--- src/logic/rrbs_regs.svh ---
// Register offsets, field positions and reset values of the rotate and borrow-subtract datapath
// What this block does
// - mem_rotate_right rotates memory byte right, bit 0 into bit 7, flags kept.
// - rotate_right_to_acc puts the rotated byte in the accumulator, memory and flags kept.
// - rotate_right_via_carry rotates byte and carry right, result back to memory.
// - rotate_right_via_carry_to_acc rotates through carry into accumulator, only carry changes.
// - sub_borrow_to_acc stores accumulator minus byte minus inverted carry in accumulator.
// - Borrow-subtract clears carry on negative result, sets it on zero or positive.
// - Borrow-subtract updates wrap, zero, aux borrow, carry, signed compare, chained zero.
// - sub_borrow_to_mem writes accumulator minus byte minus inverted carry to memory.
`ifndef RRBS_REGS_SVH
`define RRBS_REGS_SVH

`define RRBS_ADDR_W    8
`define RRBS_DATA_W    32
`define RRBS_BYTE_W    8
`define RRBS_MSB       7
`define RRBS_NIB_W     4
`define RRBS_OP_W      3
`define RRBS_IDX_W     4
`define RRBS_MEM_DEPTH 16
`define RRBS_FLAG_W    6

`define RRBS_OFF_ACC   8'h00
`define RRBS_OFF_MIDX  8'h04
`define RRBS_OFF_MDATA 8'h08
`define RRBS_OFF_CMD   8'h0C
`define RRBS_OFF_FLAGS 8'h10
`define RRBS_OFF_STAT  8'h14

`define RRBS_RST_BYTE  8'h00
`define RRBS_RST_IDX   4'h0
`define RRBS_RST_FLAGS 6'h00

`define RRBS_RESP_OKAY 2'h0
`define RRBS_RESP_ERR  2'h2

`endif

--- src/logic/rrbs_pkg.sv ---
// Types shared by the rotate and borrow-subtract datapath
`include "rrbs_regs.svh"
package rrbs_pkg;

  // Operation codes written to the command register
  typedef enum logic [`RRBS_OP_W-1:0] {
    OP_NONE    = 3'h0,
    OP_ROTR    = 3'h1,
    OP_ROTR_A  = 3'h2,
    OP_ROTRC   = 3'h3,
    OP_ROTRC_A = 3'h4,
    OP_SBC_A   = 3'h5,
    OP_SBC_M   = 3'h6
  } rrbs_op_t;

  // Status flags, carry in the lowest bit
  typedef struct packed {
    logic chained_zero_flag;
    logic signed_cmp_flag;
    logic signed_wrap_flag;
    logic zero;
    logic aux_borrow_flag;
    logic carry;
  } rrbs_flags_t;

endpackage : rrbs_pkg

--- src/logic/rrbs_top.sv ---
// Rotate-right and borrow-subtract datapath behind an AXI4-Lite slave
//
// Design decisions made here: the AXI4-Lite interface to the registers and the address map.
`timescale 1ns/1ps
`include "rrbs_regs.svh"
module rrbs_top
  import rrbs_pkg::*;
(
  input  logic                     clk,
  input  logic                     sys_rst,
  input  logic [`RRBS_ADDR_W-1:0]  s_axi_awaddr,
  input  logic [2:0]               s_axi_awprot,
  input  logic                     s_axi_awvalid,
  output logic                     s_axi_awready,
  input  logic [`RRBS_DATA_W-1:0]  s_axi_wdata,
  input  logic [3:0]               s_axi_wstrb,
  input  logic                     s_axi_wvalid,
  output logic                     s_axi_wready,
  output logic [1:0]               s_axi_bresp,
  output logic                     s_axi_bvalid,
  input  logic                     s_axi_bready,
  input  logic [`RRBS_ADDR_W-1:0]  s_axi_araddr,
  input  logic [2:0]               s_axi_arprot,
  input  logic                     s_axi_arvalid,
  output logic                     s_axi_arready,
  output logic [`RRBS_DATA_W-1:0]  s_axi_rdata,
  output logic [1:0]               s_axi_rresp,
  output logic                     s_axi_rvalid,
  input  logic                     s_axi_rready
);

  logic [`RRBS_BYTE_W-1:0] acc;
  rrbs_flags_t             flags;
  logic [`RRBS_IDX_W-1:0]  mem_idx;
  logic [`RRBS_BYTE_W-1:0] mem [`RRBS_MEM_DEPTH];
  rrbs_op_t                last_op;
  logic                    bad_op;
  logic                    aw_full;
  logic                    w_full;
  logic [`RRBS_ADDR_W-1:0] aw_addr;
  logic [`RRBS_DATA_W-1:0] w_data;
  logic                    w_lane0;
  logic                    wr_fire;
  logic                    wr_lo;
  logic                    exec;
  rrbs_op_t                cmd_op;
  logic [`RRBS_BYTE_W-1:0] cur_mem;
  logic [`RRBS_BYTE_W-1:0] rot_res;
  logic                    rot_c;
  logic                    via_c;
  logic [`RRBS_BYTE_W-1:0] sub_res;
  rrbs_flags_t             sub_flags;
  logic [`RRBS_DATA_W-1:0] next_rdata;
  logic [1:0]              next_rresp;
  logic [1:0]              next_bresp;

  // Write commit and command decode
  assign wr_fire = aw_full & w_full & ~s_axi_bvalid;
  assign wr_lo   = wr_fire & w_lane0;
  assign cmd_op  = rrbs_op_t'(w_data[`RRBS_OP_W-1:0]);
  assign exec    = wr_lo && (aw_addr == `RRBS_OFF_CMD);
  assign cur_mem = mem[mem_idx];
  assign via_c   = (cmd_op == OP_ROTRC) || (cmd_op == OP_ROTRC_A);

  rrbs_rotate u_rotate (
    .operand   (cur_mem),
    .carry_in  (flags.carry),
    .via_carry (via_c),
    .result    (rot_res),
    .carry_out (rot_c)
  );

  rrbs_subc u_subc (
    .acc_in    (acc),
    .mem_in    (cur_mem),
    .carry_in  (flags.carry),
    .chain_in  (flags.zero),
    .result    (sub_res),
    .flags_out (sub_flags)
  );

  // Write address channel holding register
  always_ff @(posedge clk)
  begin
    if (sys_rst)
    begin
      aw_full       <= 1'b0;
      s_axi_awready <= 1'b1;
      aw_addr       <= `RRBS_RST_BYTE;
    end
    else if (s_axi_awvalid && s_axi_awready)
    begin
      aw_full       <= 1'b1;
      s_axi_awready <= 1'b0;
      aw_addr       <= s_axi_awaddr;
    end
    else if (s_axi_bvalid && s_axi_bready)
    begin
      aw_full       <= 1'b0;
      s_axi_awready <= 1'b1;
    end
  end

  // Write data channel holding register
  always_ff @(posedge clk)
  begin
    if (sys_rst)
    begin
      w_full       <= 1'b0;
      s_axi_wready <= 1'b1;
      w_data       <= {`RRBS_DATA_W{1'b0}};
      w_lane0      <= 1'b0;
    end
    else if (s_axi_wvalid && s_axi_wready)
    begin
      w_full       <= 1'b1;
      s_axi_wready <= 1'b0;
      w_data       <= s_axi_wdata;
      w_lane0      <= s_axi_wstrb[0];
    end
    else if (s_axi_bvalid && s_axi_bready)
    begin
      w_full       <= 1'b0;
      s_axi_wready <= 1'b1;
    end
  end

  // Write response, error on unmapped address
  always_comb
  begin
    case (aw_addr)
      `RRBS_OFF_ACC, `RRBS_OFF_MIDX, `RRBS_OFF_MDATA,
      `RRBS_OFF_CMD, `RRBS_OFF_FLAGS, `RRBS_OFF_STAT: next_bresp = `RRBS_RESP_OKAY;
      default:                                         next_bresp = `RRBS_RESP_ERR;
    endcase
  end

  always_ff @(posedge clk)
  begin
    if (sys_rst)
    begin
      s_axi_bvalid <= 1'b0;
      s_axi_bresp  <= `RRBS_RESP_OKAY;
    end
    else if (wr_fire)
    begin
      s_axi_bvalid <= 1'b1;
      s_axi_bresp  <= next_bresp;
    end
    else if (s_axi_bready)
    begin
      s_axi_bvalid <= 1'b0;
    end
  end

  // Accumulator: software write or operation result
  always_ff @(posedge clk)
  begin
    if (sys_rst)
      acc <= `RRBS_RST_BYTE;
    else if (wr_lo && aw_addr == `RRBS_OFF_ACC)
      acc <= w_data[`RRBS_BYTE_W-1:0];
    else if (exec)
    begin
      case (cmd_op)
        OP_ROTR_A:  acc <= rot_res;
        OP_ROTRC_A: acc <= rot_res;
        OP_SBC_A:   acc <= sub_res;
        default:    acc <= acc;
      endcase
    end
  end

  // Flags: software write or operation result
  always_ff @(posedge clk)
  begin
    if (sys_rst)
      flags <= `RRBS_RST_FLAGS;
    else if (wr_lo && aw_addr == `RRBS_OFF_FLAGS)
      flags <= w_data[`RRBS_FLAG_W-1:0];
    else if (exec)
    begin
      case (cmd_op)
        OP_ROTRC, OP_ROTRC_A: flags.carry <= rot_c;
        OP_SBC_A, OP_SBC_M:   flags <= sub_flags;
        default:              flags <= flags;
      endcase
    end
  end

  // Memory index register
  always_ff @(posedge clk)
  begin
    if (sys_rst)
      mem_idx <= `RRBS_RST_IDX;
    else if (wr_lo && aw_addr == `RRBS_OFF_MIDX)
      mem_idx <= w_data[`RRBS_IDX_W-1:0];
  end

  // Data memory: software write or operation result
  always_ff @(posedge clk)
  begin
    if (sys_rst)
    begin
      for (int k = 0; k < `RRBS_MEM_DEPTH; k++)
        mem[k] <= `RRBS_RST_BYTE;
    end
    else if (wr_lo && aw_addr == `RRBS_OFF_MDATA)
      mem[mem_idx] <= w_data[`RRBS_BYTE_W-1:0];
    else if (exec)
    begin
      case (cmd_op)
        OP_ROTR:  mem[mem_idx] <= rot_res;
        OP_ROTRC: mem[mem_idx] <= rot_res;
        OP_SBC_M: mem[mem_idx] <= sub_res;
        default:  mem[mem_idx] <= cur_mem;
      endcase
    end
  end

  // Status: last command and whether it was recognised
  always_ff @(posedge clk)
  begin
    if (sys_rst)
    begin
      last_op <= OP_NONE;
      bad_op  <= 1'b0;
    end
    else if (exec)
    begin
      last_op <= cmd_op;
      case (cmd_op)
        OP_ROTR, OP_ROTR_A, OP_ROTRC, OP_ROTRC_A, OP_SBC_A, OP_SBC_M: bad_op <= 1'b0;
        default:                                                       bad_op <= 1'b1;
      endcase
    end
  end

  // Read decode
  always_comb
  begin
    next_rdata = {`RRBS_DATA_W{1'b0}};
    next_rresp = `RRBS_RESP_OKAY;
    case (s_axi_araddr)
      `RRBS_OFF_ACC:   next_rdata[`RRBS_BYTE_W-1:0] = acc;
      `RRBS_OFF_MIDX:  next_rdata[`RRBS_IDX_W-1:0]  = mem_idx;
      `RRBS_OFF_MDATA: next_rdata[`RRBS_BYTE_W-1:0] = cur_mem;
      `RRBS_OFF_CMD:   next_rdata[`RRBS_OP_W-1:0]   = last_op;
      `RRBS_OFF_FLAGS: next_rdata[`RRBS_FLAG_W-1:0] = flags;
      `RRBS_OFF_STAT:  next_rdata[0]                = bad_op;
      default:         next_rresp                   = `RRBS_RESP_ERR;
    endcase
  end

  // Read channel: one cycle from address to data
  always_ff @(posedge clk)
  begin
    if (sys_rst)
    begin
      s_axi_arready <= 1'b1;
      s_axi_rvalid  <= 1'b0;
      s_axi_rdata   <= {`RRBS_DATA_W{1'b0}};
      s_axi_rresp   <= `RRBS_RESP_OKAY;
    end
    else if (s_axi_arvalid && s_axi_arready)
    begin
      s_axi_arready <= 1'b0;
      s_axi_rvalid  <= 1'b1;
      s_axi_rdata   <= next_rdata;
      s_axi_rresp   <= next_rresp;
    end
    else if (s_axi_rvalid && s_axi_rready)
    begin
      s_axi_arready <= 1'b1;
      s_axi_rvalid  <= 1'b0;
    end
  end

  // Operation checks
  a_rotr_mem_keep: assert property (@(posedge clk) disable iff (sys_rst)
    exec && cmd_op == OP_ROTR |=> cur_mem == {$past(cur_mem[0]), $past(cur_mem[7:1])}
      && flags == $past(flags) && acc == $past(acc))
    else $error("rotate right to memory wrong");

  a_rotr_acc_keep: assert property (@(posedge clk) disable iff (sys_rst)
    exec && cmd_op == OP_ROTR_A |=> acc == {$past(cur_mem[0]), $past(cur_mem[7:1])}
      && cur_mem == $past(cur_mem) && flags == $past(flags))
    else $error("rotate right to accumulator wrong");

  a_rotrc_mem: assert property (@(posedge clk) disable iff (sys_rst)
    exec && cmd_op == OP_ROTRC |=> cur_mem == {$past(flags.carry), $past(cur_mem[7:1])}
      && flags.carry == $past(cur_mem[0]) && acc == $past(acc))
    else $error("rotate through carry to memory wrong");

  a_rotrc_acc: assert property (@(posedge clk) disable iff (sys_rst)
    exec && cmd_op == OP_ROTRC_A |=> acc == {$past(flags.carry), $past(cur_mem[7:1])}
      && flags.carry == $past(cur_mem[0]) && cur_mem == $past(cur_mem)
      && flags[`RRBS_FLAG_W-1:1] == $past(flags[`RRBS_FLAG_W-1:1]))
    else $error("rotate through carry to accumulator wrong");

  a_sbc_acc_val: assert property (@(posedge clk) disable iff (sys_rst)
    exec && cmd_op == OP_SBC_A |=> acc == 8'($past(acc) - $past(cur_mem) - 8'(!$past(flags.carry)))
      && cur_mem == $past(cur_mem))
    else $error("borrow subtract to accumulator wrong");

  a_sbc_carry: assert property (@(posedge clk) disable iff (sys_rst)
    exec && (cmd_op == OP_SBC_A || cmd_op == OP_SBC_M) |=> flags.carry ==
      ({1'b0, $past(acc)} >= {1'b0, $past(cur_mem)} + {8'h00, !$past(flags.carry)}))
    else $error("borrow subtract carry wrong");

  a_sbc_zero: assert property (@(posedge clk) disable iff (sys_rst)
    exec && cmd_op == OP_SBC_A ##1 1'b1 |-> flags.zero == (acc == `RRBS_RST_BYTE))
    else $error("borrow subtract zero flag wrong");

  a_sbcm_mem: assert property (@(posedge clk) disable iff (sys_rst)
    exec && cmd_op == OP_SBC_M |=> cur_mem == 8'($past(acc) - $past(cur_mem)
      - 8'(!$past(flags.carry))) && acc == $past(acc))
    else $error("borrow subtract to memory wrong");

  a_sbc_wrap: assert property (@(posedge clk) disable iff (sys_rst)
    exec && cmd_op == OP_SBC_A |=> flags.signed_wrap_flag ==
      (($past(acc[7]) != $past(cur_mem[7])) && (acc[7] != $past(acc[7])))
      && flags.signed_cmp_flag == ~(flags.signed_wrap_flag ^ acc[7]))
    else $error("borrow subtract signed flags wrong");

endmodule : rrbs_top

--- src/logic/rrbs_rotate.sv ---
// One-place right rotator, with or without carry in the loop
`timescale 1ns/1ps
`include "rrbs_regs.svh"
module rrbs_rotate
  import rrbs_pkg::*;
(
  input  logic [`RRBS_BYTE_W-1:0] operand,
  input  logic                    carry_in,
  input  logic                    via_carry,
  output logic [`RRBS_BYTE_W-1:0] result,
  output logic                    carry_out
);

  // Bits 0 to 6 each take their upper neighbour
  genvar i;
  generate
    for (i = 0; i < `RRBS_MSB; i++)
    begin : g_shift
      assign result[i] = operand[i+1];
    end
  endgenerate

  // Top bit from old bit 0 or old carry; bit 0 becomes carry
  assign result[`RRBS_MSB] = via_carry ? carry_in : operand[0];
  assign carry_out         = operand[0];

endmodule : rrbs_rotate

--- src/logic/rrbs_subc.sv ---
// Subtract with borrow: a minus m minus inverted carry, with flags
`timescale 1ns/1ps
`include "rrbs_regs.svh"
module rrbs_subc
  import rrbs_pkg::*;
(
  input  logic [`RRBS_BYTE_W-1:0] acc_in,
  input  logic [`RRBS_BYTE_W-1:0] mem_in,
  input  logic                    carry_in,
  input  logic                    chain_in,
  output logic [`RRBS_BYTE_W-1:0] result,
  output rrbs_flags_t             flags_out
);

  logic [`RRBS_BYTE_W:0] full_sum;
  logic [`RRBS_NIB_W:0]  nib_sum;
  logic                  wrap;

  // Two's complement form: a + ~m + c
  assign full_sum = {1'b0, acc_in} + {1'b0, ~mem_in} + {8'h00, carry_in};
  assign nib_sum  = {1'b0, acc_in[`RRBS_NIB_W-1:0]}
                  + {1'b0, ~mem_in[`RRBS_NIB_W-1:0]} + {4'h0, carry_in};
  assign result   = full_sum[`RRBS_BYTE_W-1:0];
  assign wrap     = (acc_in[`RRBS_MSB] != mem_in[`RRBS_MSB])
                  && (result[`RRBS_MSB] != acc_in[`RRBS_MSB]);

  // Flag derivation as for the core's other subtract-with-carry forms
  always_comb
  begin
    flags_out.carry             = full_sum[`RRBS_BYTE_W];
    flags_out.aux_borrow_flag   = nib_sum[`RRBS_NIB_W];
    flags_out.zero              = (result == `RRBS_RST_BYTE);
    flags_out.signed_wrap_flag  = wrap;
    flags_out.signed_cmp_flag   = ~(wrap ^ result[`RRBS_MSB]);
    flags_out.chained_zero_flag = (result == `RRBS_RST_BYTE) & chain_in;
  end

endmodule : rrbs_subc

--- config.mk ---
export PLATFORM = sky130hd
export DESIGN_NAME = rrbs_top
export DESIGN_NICKNAME = d
export VERILOG_FILES = /design/src/logic/rrbs_pkg.sv /design/src/logic/rrbs_top.sv /design/src/logic/rrbs_rotate.sv /design/src/logic/rrbs_subc.sv
export VERILOG_INCLUDE_DIRS = /design/src /design/src/logic
export SDC_FILE = /design/constraint.sdc
export NUM_CORES = 1
export LEC_CHECK = 0
export ABC_AREA = 1
export ABC_CLOCK_PERIOD_IN_PS = 10000
export BUFFER_PORTS_ARGS = -buffer_cell sky130_fd_sc_hd__buf_4
export CAP_MARGIN = 20
export CORE_UTILIZATION = 30
export DETAILED_ROUTE_END_ITERATION = 6
export GPL_ROUTABILITY_DRIVEN = 0
export SYNTH_ARGS = -nofsm -noshare
export SYNTH_HDL_FRONTEND = slang
export SYNTH_SLANG_ARGS = --single-unit
export TNS_END_PERCENT = 1
--- constraint.sdc ---
create_clock -name clk -period 10 [get_ports clk]
set_clock_uncertainty 0.15 [all_clocks]
set_input_delay 0.5 -clock clk [delete_from_list [all_inputs] [get_ports clk]]
set_output_delay 0.5 -clock clk [all_outputs]
set_load 0.05 [all_outputs]
==> reports/results.tsv, run 1 <==
metric	value	unit
status	finished clean	
min-delay-start	s_axi_rready	
n_antenna_cell	0	
hpwl	17200	um
grt_max_degree	51	
min_to	s_axi_rvalid	
cts_root_buf	clkbuf_16	
ys_ff_latch	188	
crit_type	flip-flop to flip-flop	
synth-compound-area-share	13.9	%
crit_slowest_cell	inv_2	
crit_family	simple AND/OR/NAND/NOR gates	
placed_cell_area	0.0104	mm2
dieArea	0.0336	mm2
finalNonFillerCells	1611	
final_antenna_net_count	0	
dieWidth	183	um
hold_buffers	0	
portBuffers	46	
setup_violations	0	
fin_crit_sh	49.5	%
core	0.0320	mm2
wirelength	24800	um
io-pin-count	106	
synth.area.top_cells	edfxtp_1 39%, dfxtp_1 12%, nor2_1 9.0%	
ys_top_cells_by_count	235 x nor2_1, 166 x nand2_1, 128 x edfxtp_1, 101 x inv_1, 95 x o21ai_0	
post-cts-setup-buffers	0	
finalInstanceArea	0.0109	mm2
avgViaCountPerCell	4.77	
period_needed	4950	ps
r2r_slack	5050	ps
worstMarginPinSlew	1020	ps
cts_tree	yes	
yosys.area.top_type_share	39.0	%
dpl.cell_count	1579	
drt_first_pass_iters	5	
crit_path_frequent_cell	nand2_1	
drv_slew	0	
synth-edff-count	128	
arrival	5170	ps
overflow	0	
powerDensity	152	mW/mm2
grt_pass1_wl	39700	um
synth_xor_area_share	0.534	%
fp-row-count	65	
grt.total_usage	15.2	%
fin_hold_ws	172	ps
htreeDepth	4	
ir_drop	99.5	uV
yosysSeqAreaShare	51.2	%
max_cap_violations	0	
cts-buffers-inserted	17	
drive_gt1_share	11.5	%
grt_pass1_vias	7313	
setup_tns	0	ps
synth_async_sr_flop_share	0	%
yosys.area_share.simple	23.4	%
avgSynthCellArea	8.60	um2
ys.flop_type	edfxtp_1	
cts.clk_slew.worst_paths	70	ps
netlist_instances	1145	
cpPeakStageDelay	720	ps
clockBufferDepth	2	
cp-start-kind	flip-flop	
rsz0062_at_grt	false	
r2r_end	flags[5]	
clk_latency	430	ps
drc	0	
die_y	183	um
n_fill_cell	3309	
wire_per_inst	15.4	um
cp_cell_sequence	buf_4 > inv_2 > o21ai_0 > nand3_1 > nand3_1 > nand2_1 > inv_1 > ha_1 > a21oi_1 > nand2_1 > a21oi_1 > nor2_1 > o21ai_0 > nand2_1 > fa_1 > nor3_1 > nand2_1 > nor2_1 > nand2_1 > nor2_1 > nand4_1 > a21oi_1	
floorplan.initialDensity	30.8	%
synth-adder-area-share	1.63	%
min_path_cells	4	
critPathMaxFanout	50	
yosys_warnings	0	
clock-sinks	188	
final_core_util	34.1	%
drtIter0Drc	618	
cp-end-kind	flip-flop	
vias	7692	
cts_resized	0	
synth_top_family_by_area	simple AND/OR/NAND/NOR gates	
antenna_found_initial	0	
hold_path.class	input port to flip-flop	
ys_types	45	
synthesis.area	0.00985	mm2
r2r_cells	22	
cp_num_buf_inv	3	
synth.most_common_cell	nor2_1	
hold_violations	0	
synthMuxAreaShare	0	%
num-nets-final	1239	
p_leak	0.00413	uW
area.growth.synth_to_final	10.8	%
relSlewSlack	32.1	%
fmax	0.202	GHz
crit_required	10210	ps
synth_top_cell_by_area	edfxtp_1	
==> tightest hold or removal path, delay by kind of cell <==
kind / cells / cell delay (ps)
buf+inv: 2 / 110
compound gates: 1 / 50
simple gates: 1 / 40
==> worst max path at each step <==
stage | slack (ps) | endpoint | start | cells after the start
finish | 5050 | flags[5] | flip-flop | 22
global route | 4600 | flags[5] | flip-flop | 22
CTS | 5030 | flags[5] | flip-flop | 22
detailed placement | 5050 | flags[5] | flip-flop | 22
global placement | 5120 | flags[5] | flip-flop | 24
floorplan | 6520 | mem[8][7] | flip-flop | 22
==> flip-flops by register name, summed over array words and instances (netlist names), 3 cells and up, named ones only <==
name,cells
last_op,3
mem_idx,4
mem,128
aw_addr,8
flags,6
w_data,8
s_axi_rdata,8
acc,8
==> layout make-up <==
cell class | count | area (um2) | area share, %
flip-flops and latches | 188 | 5050 | 46.3
well taps | 435 | 544 | 4.99
clock buffers | 19 | 433 | 3.97
repair buffers | 51 | 383 | 3.51
inverters | 108 | 405 | 3.72
clock inverters | 13 | 118 | 1.08
multi-input cells | 797 | 3980 | 36.5
==> metrics by stage <==
step	power (uW)	setup WS (ps)
floorplan	991	6520
global placement	1020	5120
detailed placement	1020	5050
CTS	1670	5030
global route	1710	4600
finish	1660	5050
==> cells in the final DEF (no fill, tap or decap), drive strengths merged, types with 2 or more instances in the layout <==
master / netlist / routed
o21ai: 100 / 100
buf: 63 / 51
conb: 1 / 26
xor2: 5 / 5
fa: 3 / 3
nor3: 9 / 9
a31oi: 3 / 3
clkinv: 1 / 8
o21bai: 3 / 3
ha: 8 / 8
nand2: 173 / 173
clkinvlp: 0 / 2
a211oi: 7 / 7
clkbuf: 14 / 19
nor2: 241 / 241
a21oi: 93 / 93
nand4: 3 / 3
o211ai: 25 / 25
nand3: 87 / 87
dfxtp: 60 / 60
inv: 107 / 110
o22ai: 2 / 2
edfxtp: 128 / 128
a22o: 2 / 2
or2: 2 / 2
==> power breakdown <==
part | internal (uW) | total [uW] | switching, uW
registers | 854 | 866 | 11.9
clock network | 345 | 654 | 308
logic | 32.2 | 142 | 109
==> metal layers <==
metal	global-route usage [%]	part of all wire (%)	vias to the layer above
met5	0	0	-
met4	6.50	3.1	0
met3	2.30	5.7	45
met2	24.2	46	235
met1	20.5	46	3591
li1	-	-	3821
==> logic make-up (layout without fill, tap and decap cells) <==
group | count (synthesis) | count (layout)
adders and majority gates | 11 | 11
buffers and inverters | 185 | 191
other | 1 | 26
xor gates and xnor gates | 6 | 6
and+or+nand+nor | 517 | 517
AOI/OAI and AO/OA | 237 | 237
DFF | 188 | 188
Power figures use the tool's default switching activity.
==> inputs of run 2 (changes only) <==
--- a/config.mk
+++ b/config.mk
@@ -7,7 +7,7 @@
 export NUM_CORES = 1
 export LEC_CHECK = 0
 export ABC_AREA = 1
-export ABC_CLOCK_PERIOD_IN_PS = 10000
+export ABC_CLOCK_PERIOD_IN_PS = 4400
 export BUFFER_PORTS_ARGS = -buffer_cell sky130_fd_sc_hd__buf_4
 export CAP_MARGIN = 20
 export CORE_UTILIZATION = 30
==> constraint.sdc (replaced) <==
create_clock -name clk -period 4.4 [get_ports clk]
set_clock_uncertainty 0.15 [all_clocks]
set_input_delay 0.22 -clock clk [delete_from_list [all_inputs] [get_ports clk]]
set_output_delay 0.22 -clock clk [all_outputs]
set_load 0.05 [all_outputs]
==> reports/results.tsv, run 2 (synthesized netlist as in run 1, its figures left out) <==
metric	value	unit	change
core	0.0320	mm2	unchanged
layout_common_cells	235 x nor2_1, 166 x nand2_1, 128 x edfxtp_1		
hold_violations	0		unchanged
setup_violations	0		unchanged
status	finished clean		
clock-sinks	188		unchanged
period_needed	4110	ps	-848 ps
crit_slowest_cell	fa_1		
regMostFlops	mem		
crit_family	simple AND/OR/NAND/NOR gates		
drc	0		unchanged
powerDensity	343	mW/mm2	+130%
clk_latency	440	ps	about the same
floorplan.initialDensity	30.8	%	unchanged
crit_path_frequent_cell	nand2_1		
cp-start-kind	flip-flop		
arrival	4330	ps	-840 ps
area.growth.synth_to_final	15.9	%	
antenna_found_initial	0		unchanged
die_y	183	um	unchanged
drive_gt1_share	13.0	%	+1.6 points
post-cts-setup-buffers	0		unchanged
num-nets-final	1275		+2.9%
portBuffers	46		unchanged
cts_root_buf	clkbuf_16		
layout_commonest_cell	nor2_1		
worstMarginPinSlew	895	ps	-124 ps
ir_drop	228	uV	+130%
final_core_util	35.7	%	+1.6 points
fmax	0.244	GHz	+21%
setup_tns	0	ps	unchanged
final_antenna_net_count	0		unchanged
critPathMaxFanout	19		-62%
grt_pass1_wl	40800	um	+3.0%
p_leak	0.00437	uW	+5.8%
crit_type	flip-flop to flip-flop		
max_cap_violations	0		unchanged
cpPeakStageDelay	540	ps	-180 ps
cp_num_buf_inv	3		unchanged
dieWidth	183	um	unchanged
rsz0062_at_grt	false		
dieArea	0.0336	mm2	unchanged
grt.total_usage	15.6	%	+0.41 points
wire_per_inst	15.8	um	+2.9%
wirelength	26000	um	+5.2%
fp-row-count	65		unchanged
cp_cell_sequence	inv_2 > buf_12 > o211ai_1 > o211ai_1 > nand3_1 > nand2_1 > inv_1 > ha_1 > nand3_1 > nand2_1 > a21oi_2 > nor2_1 > o21ai_0 > nand2_1 > fa_1 > nor3_1 > nand2_1 > nor2_1 > nand2_1 > nor2_1 > nand4_1 > a21oi_1		
cts-buffers-inserted	17		unchanged
vias	7945		+3.3%
avgViaCountPerCell	4.82		+1.0%
fin_total_pwr	3920	uW	+140%
relSlewSlack	40.2	%	+8.2 points
grt_max_degree	79		+55%
cts_tree	yes		
n_antenna_cell	0		unchanged
drt_first_pass_iters	6		+1
cp-end-kind	flip-flop		
largest_register_ff_count	128		unchanged
fin_crit_sh	93.3	%	+44 points
overflow	0		unchanged
io-pin-count	106		unchanged
hold_path.class	input port to flip-flop		
drtIter0Drc	771		+25%
grt_pass1_vias	7485		+2.4%
hpwl	17600	um	+2.1%
htreeDepth	4		unchanged
clockBufferDepth	2		unchanged
drv_slew	0		unchanged
cts.clk_slew.worst_paths	80	ps	about the same
crit_required	4620	ps	-5590 ps
-- run 2: layer usage --
layer	global-route usage, %	routed length, um
met1	21.2	12100
met2	25.4	12200
met3	2.34	1260
met4	5.00	454
met5	0	0
-- run 2: stage by stage --
stage | hold WS [ps] | cell area, um2 | setup slack [ps] | std cells
after floorplan | 229 | 9940 | 920 | 1170
after global placement | 305 | 10500 | 334 | 1593
after detailed placement | 308 | 10500 | 279 | 1593
after CTS | 15.4 | 11300 | 238 | 1644
after global routing | 36.4 | 11400 | 6.09 | 1647
final | 25.0 | 11400 | 294 | 1647
-- run 2: final timing paths --
check / startpoint / slack, ps / cells past startpoint / end
setup / recovery: flip-flop / 290 / 22 / flags[5]
hold / removal: sys_rst / 30 / 2 / acc[7]
setup reg to reg: flip-flop / 290 / 22 / flags[5]
hold reg to reg: last_op[0] / 320 / 2 / last_op[0]
-- run 2: report_power, final --
group | switching (uW) | internal (uW)
logic | 258 | 93.3
registers | 27.7 | 1940
clock network | 780 | 822
total | 1070 | 2850
-- run 2: layout make-up --
class	instances	area (um2)
Clock inverter	15	185
Tap cell	435	544
Fill cell	3263	20500
Inverter	108	410
Multi-Input combinational cell	797	3990
Timing Repair Buffer	87	815
Clock buffer	17	425
Sequential cell	188	5050
-- run 2: what timing repair did --
item                                   CTS  global route
hold buffers                            19             0
setup endpoints to repair                0             2
endpoints found under the hold margin   22             0
gates resized for setup                  0             6
==> inputs of run 3 (changes only) <==
--- a/config.mk
+++ b/config.mk
@@ -9,10 +9,10 @@
 export ABC_AREA = 1
 export ABC_CLOCK_PERIOD_IN_PS = 4400
 export BUFFER_PORTS_ARGS = -buffer_cell sky130_fd_sc_hd__buf_4
-export CAP_MARGIN = 20
 export CORE_UTILIZATION = 30
 export DETAILED_ROUTE_END_ITERATION = 6
 export GPL_ROUTABILITY_DRIVEN = 0
+export PLACE_DENSITY = 0.54
 export SYNTH_ARGS = -nofsm -noshare
 export SYNTH_HDL_FRONTEND = slang
 export SYNTH_SLANG_ARGS = --single-unit
==> constraint.sdc (replaced) <==
create_clock -name clk -period 4.4 [get_ports clk]
set_clock_uncertainty 0.15 [all_clocks]
set_input_delay 0.88 -clock clk [delete_from_list [all_inputs] [get_ports clk]]
set_output_delay 0.88 -clock clk [all_outputs]
set_load 0.05 [all_outputs]
==> reports/results.tsv, run 3 (synthesized netlist as in run 1, its figures left out) <==
metric	value	unit	change
overflow	0		unchanged
finalNonFillerCells	1630		-1.0%
portBuffers	46		unchanged
clock-sinks	188		unchanged
final_antenna_net_count	0		unchanged
r2r_cells	22		unchanged
hold_buffers	0		-19
regMostFlops	mem		
io-pin-count	106		unchanged
drc	0		unchanged
hold_path.class	flip-flop to flip-flop		
drive_gt1_share	13.2	%	+0.19 points
r2r_slack	430	ps	+130 ps
layout_commonest_cell	nor2_1		
crit_required	4620	ps	about the same
grt_pass1_vias	7300		-2.5%
setup_violations	0		unchanged
hpwl	18100	um	+3.1%
core	0.0320	mm2	unchanged
crit_path_frequent_cell	nand2_1		
avgViaCountPerCell	4.77		-1.2%
die_y	183	um	unchanged
drtIter0Drc	658		-15%
fin_crit_sh	90.3	%	-3.0 points
cts_tree	yes		
cp-start-kind	flip-flop		
dieArea	0.0336	mm2	unchanged
vias	7767		-2.2%
cts.clk_slew.worst_paths	80	ps	about the same
clk_latency	440	ps	about the same
period_needed	3970	ps	-132 ps
fmax	0.252	GHz	+3.3%
p_leak	0.00426	uW	-2.3%
cts-buffers-inserted	17		unchanged
cpPeakStageDelay	500	ps	-40 ps
largest_register_ff_count	128		unchanged
cp_cell_sequence	inv_2 > buf_4 > o211ai_1 > o211ai_1 > nand3_1 > nand2_1 > inv_1 > ha_1 > nand3_1 > nand2_1 > a21oi_2 > nor2_1 > o21ai_0 > nand2_1 > fa_1 > nor3_1 > nand2_1 > nor2_1 > nand2_1 > nor2_1 > nand4_1 > a21oi_1		
min_path_cells	2		unchanged
floorplan.initialDensity	30.8	%	unchanged
status	finished clean		
crit_type	flip-flop to flip-flop		
cts_root_buf	clkbuf_16		
n_antenna_cell	0		unchanged
grt_max_degree	51		-35%
critPathMaxFanout	11		-8
relSlewSlack	10.1	%	-30 points
powerDensity	349	mW/mm2	+1.6%
hold_violations	0		unchanged
layout_common_cells	235 x nor2_1, 166 x nand2_1, 128 x edfxtp_1		
r2r_end	flags[5]		
max_cap_violations	0		unchanged
min-delay-start	last_op[0]		
wire_per_inst	16.4	um	+3.8%
rsz0062_at_grt	false		
area.growth.synth_to_final	13.5	%	
htreeDepth	4		unchanged
worstMarginPinSlew	1350	ps	+453 ps
cp-end-kind	flip-flop		
setup_tns	0	ps	unchanged
grt_pass1_wl	42200	um	+3.4%
ir_drop	251	uV	+10%
dpl.cell_count	1598		+0.31%
grt.total_usage	16.4	%	+0.78 points
drv_slew	0		unchanged
min_to	last_op[0]		
drt_first_pass_iters	5		-1
antenna_found_initial	0		unchanged
arrival	4190	ps	-140 ps
num-nets-final	1258		-1.3%
dieWidth	183	um	unchanged
clockBufferDepth	2		unchanged
crit_slowest_cell	fa_1		
wirelength	26800	um	+2.8%
fp-row-count	65		unchanged
-- run 3: changes by cell type in the layout (fill, tap and decap cells not counted), sizes merged --
cell,change
buf,+4
clkinv,-1
dlygate4sd3,-19
inv,-2
clkinvlp,+2
clkbuf,-1
-- run 3: metrics by stage --
| stage | util, % | hold slack [ps] | instance area, um2 | total power, uW | worst slack [ps] |
|---|---|---|---|---|---|
| finish | 35.0 | 316 | 11200 | 3900 | 426 |
| global route | 35.0 | 333 | 11200 | 4030 | 17.7 |
| CTS | 35.0 | 318 | 11200 | 3930 | 379 |
| detailed placement | 33.1 | 306 | 10600 | 2350 | 392 |
| global placement | 33.1 | 305 | 10600 | 2350 | 409 |
| floorplan | - | 280 | 9940 | 2250 | 920 |
-- run 3: power breakdown --
part | internal, uW | switching (uW) | leakage [uW]
Clock | 818 | 774 | 0.000286
Combinational | 84.3 | 260 | 0.00217
Sequential | 1940 | 26.9 | 0.00181
-- run 3: timing repair --
item | CTS | global route
setup buffers | 0 | 0
endpoints found under the setup margin | 0 | 2
resized for setup | 0 | 1
-- run 3: area by class of cell --
class / count / area (um2)
Multi-Input combinational cell: 797 / 3980
Fill cell: 3321 / 20800
Tap cell: 435 / 544
Clock inverter: 14 / 171
Clock buffer: 18 / 429
Inverter: 108 / 405
Timing Repair Buffer: 70 / 601
Sequential cell: 188 / 5050
-- run 3: critical path, delay by kind of cell, from the launching register on --
family                   cells  cell delay (ps)
AO/OA/AOI/OAI                5              810
adder cells (fa/ha/maj)      2              770
buffers and inverters        3              490
flip-flops                   1              340
AND/OR/NAND/NOR             12             1350
-- run 3: worst max-delay path by stage --
stage               startpoint   endpoint  slack, ps  cells after the start
floorplan            flip-flop  mem[8][7]        920                     22
global placement     flip-flop   flags[5]        410                     22
detailed placement   flip-flop   flags[5]        390                     22
CTS                  flip-flop   flags[5]        380                     22
global route         flip-flop   flags[5]         20                     23
finish               flip-flop   flags[5]        430                     22
-- run 3: routing by layer --
metal	global-route usage, %	vias up	routed length, um
met2	26.8	221	12600
met3	2.34	21	1250
met4	3.70	0	291
li1	-	3870	-
met1	22.8	3655	12600
met5	0	-	0
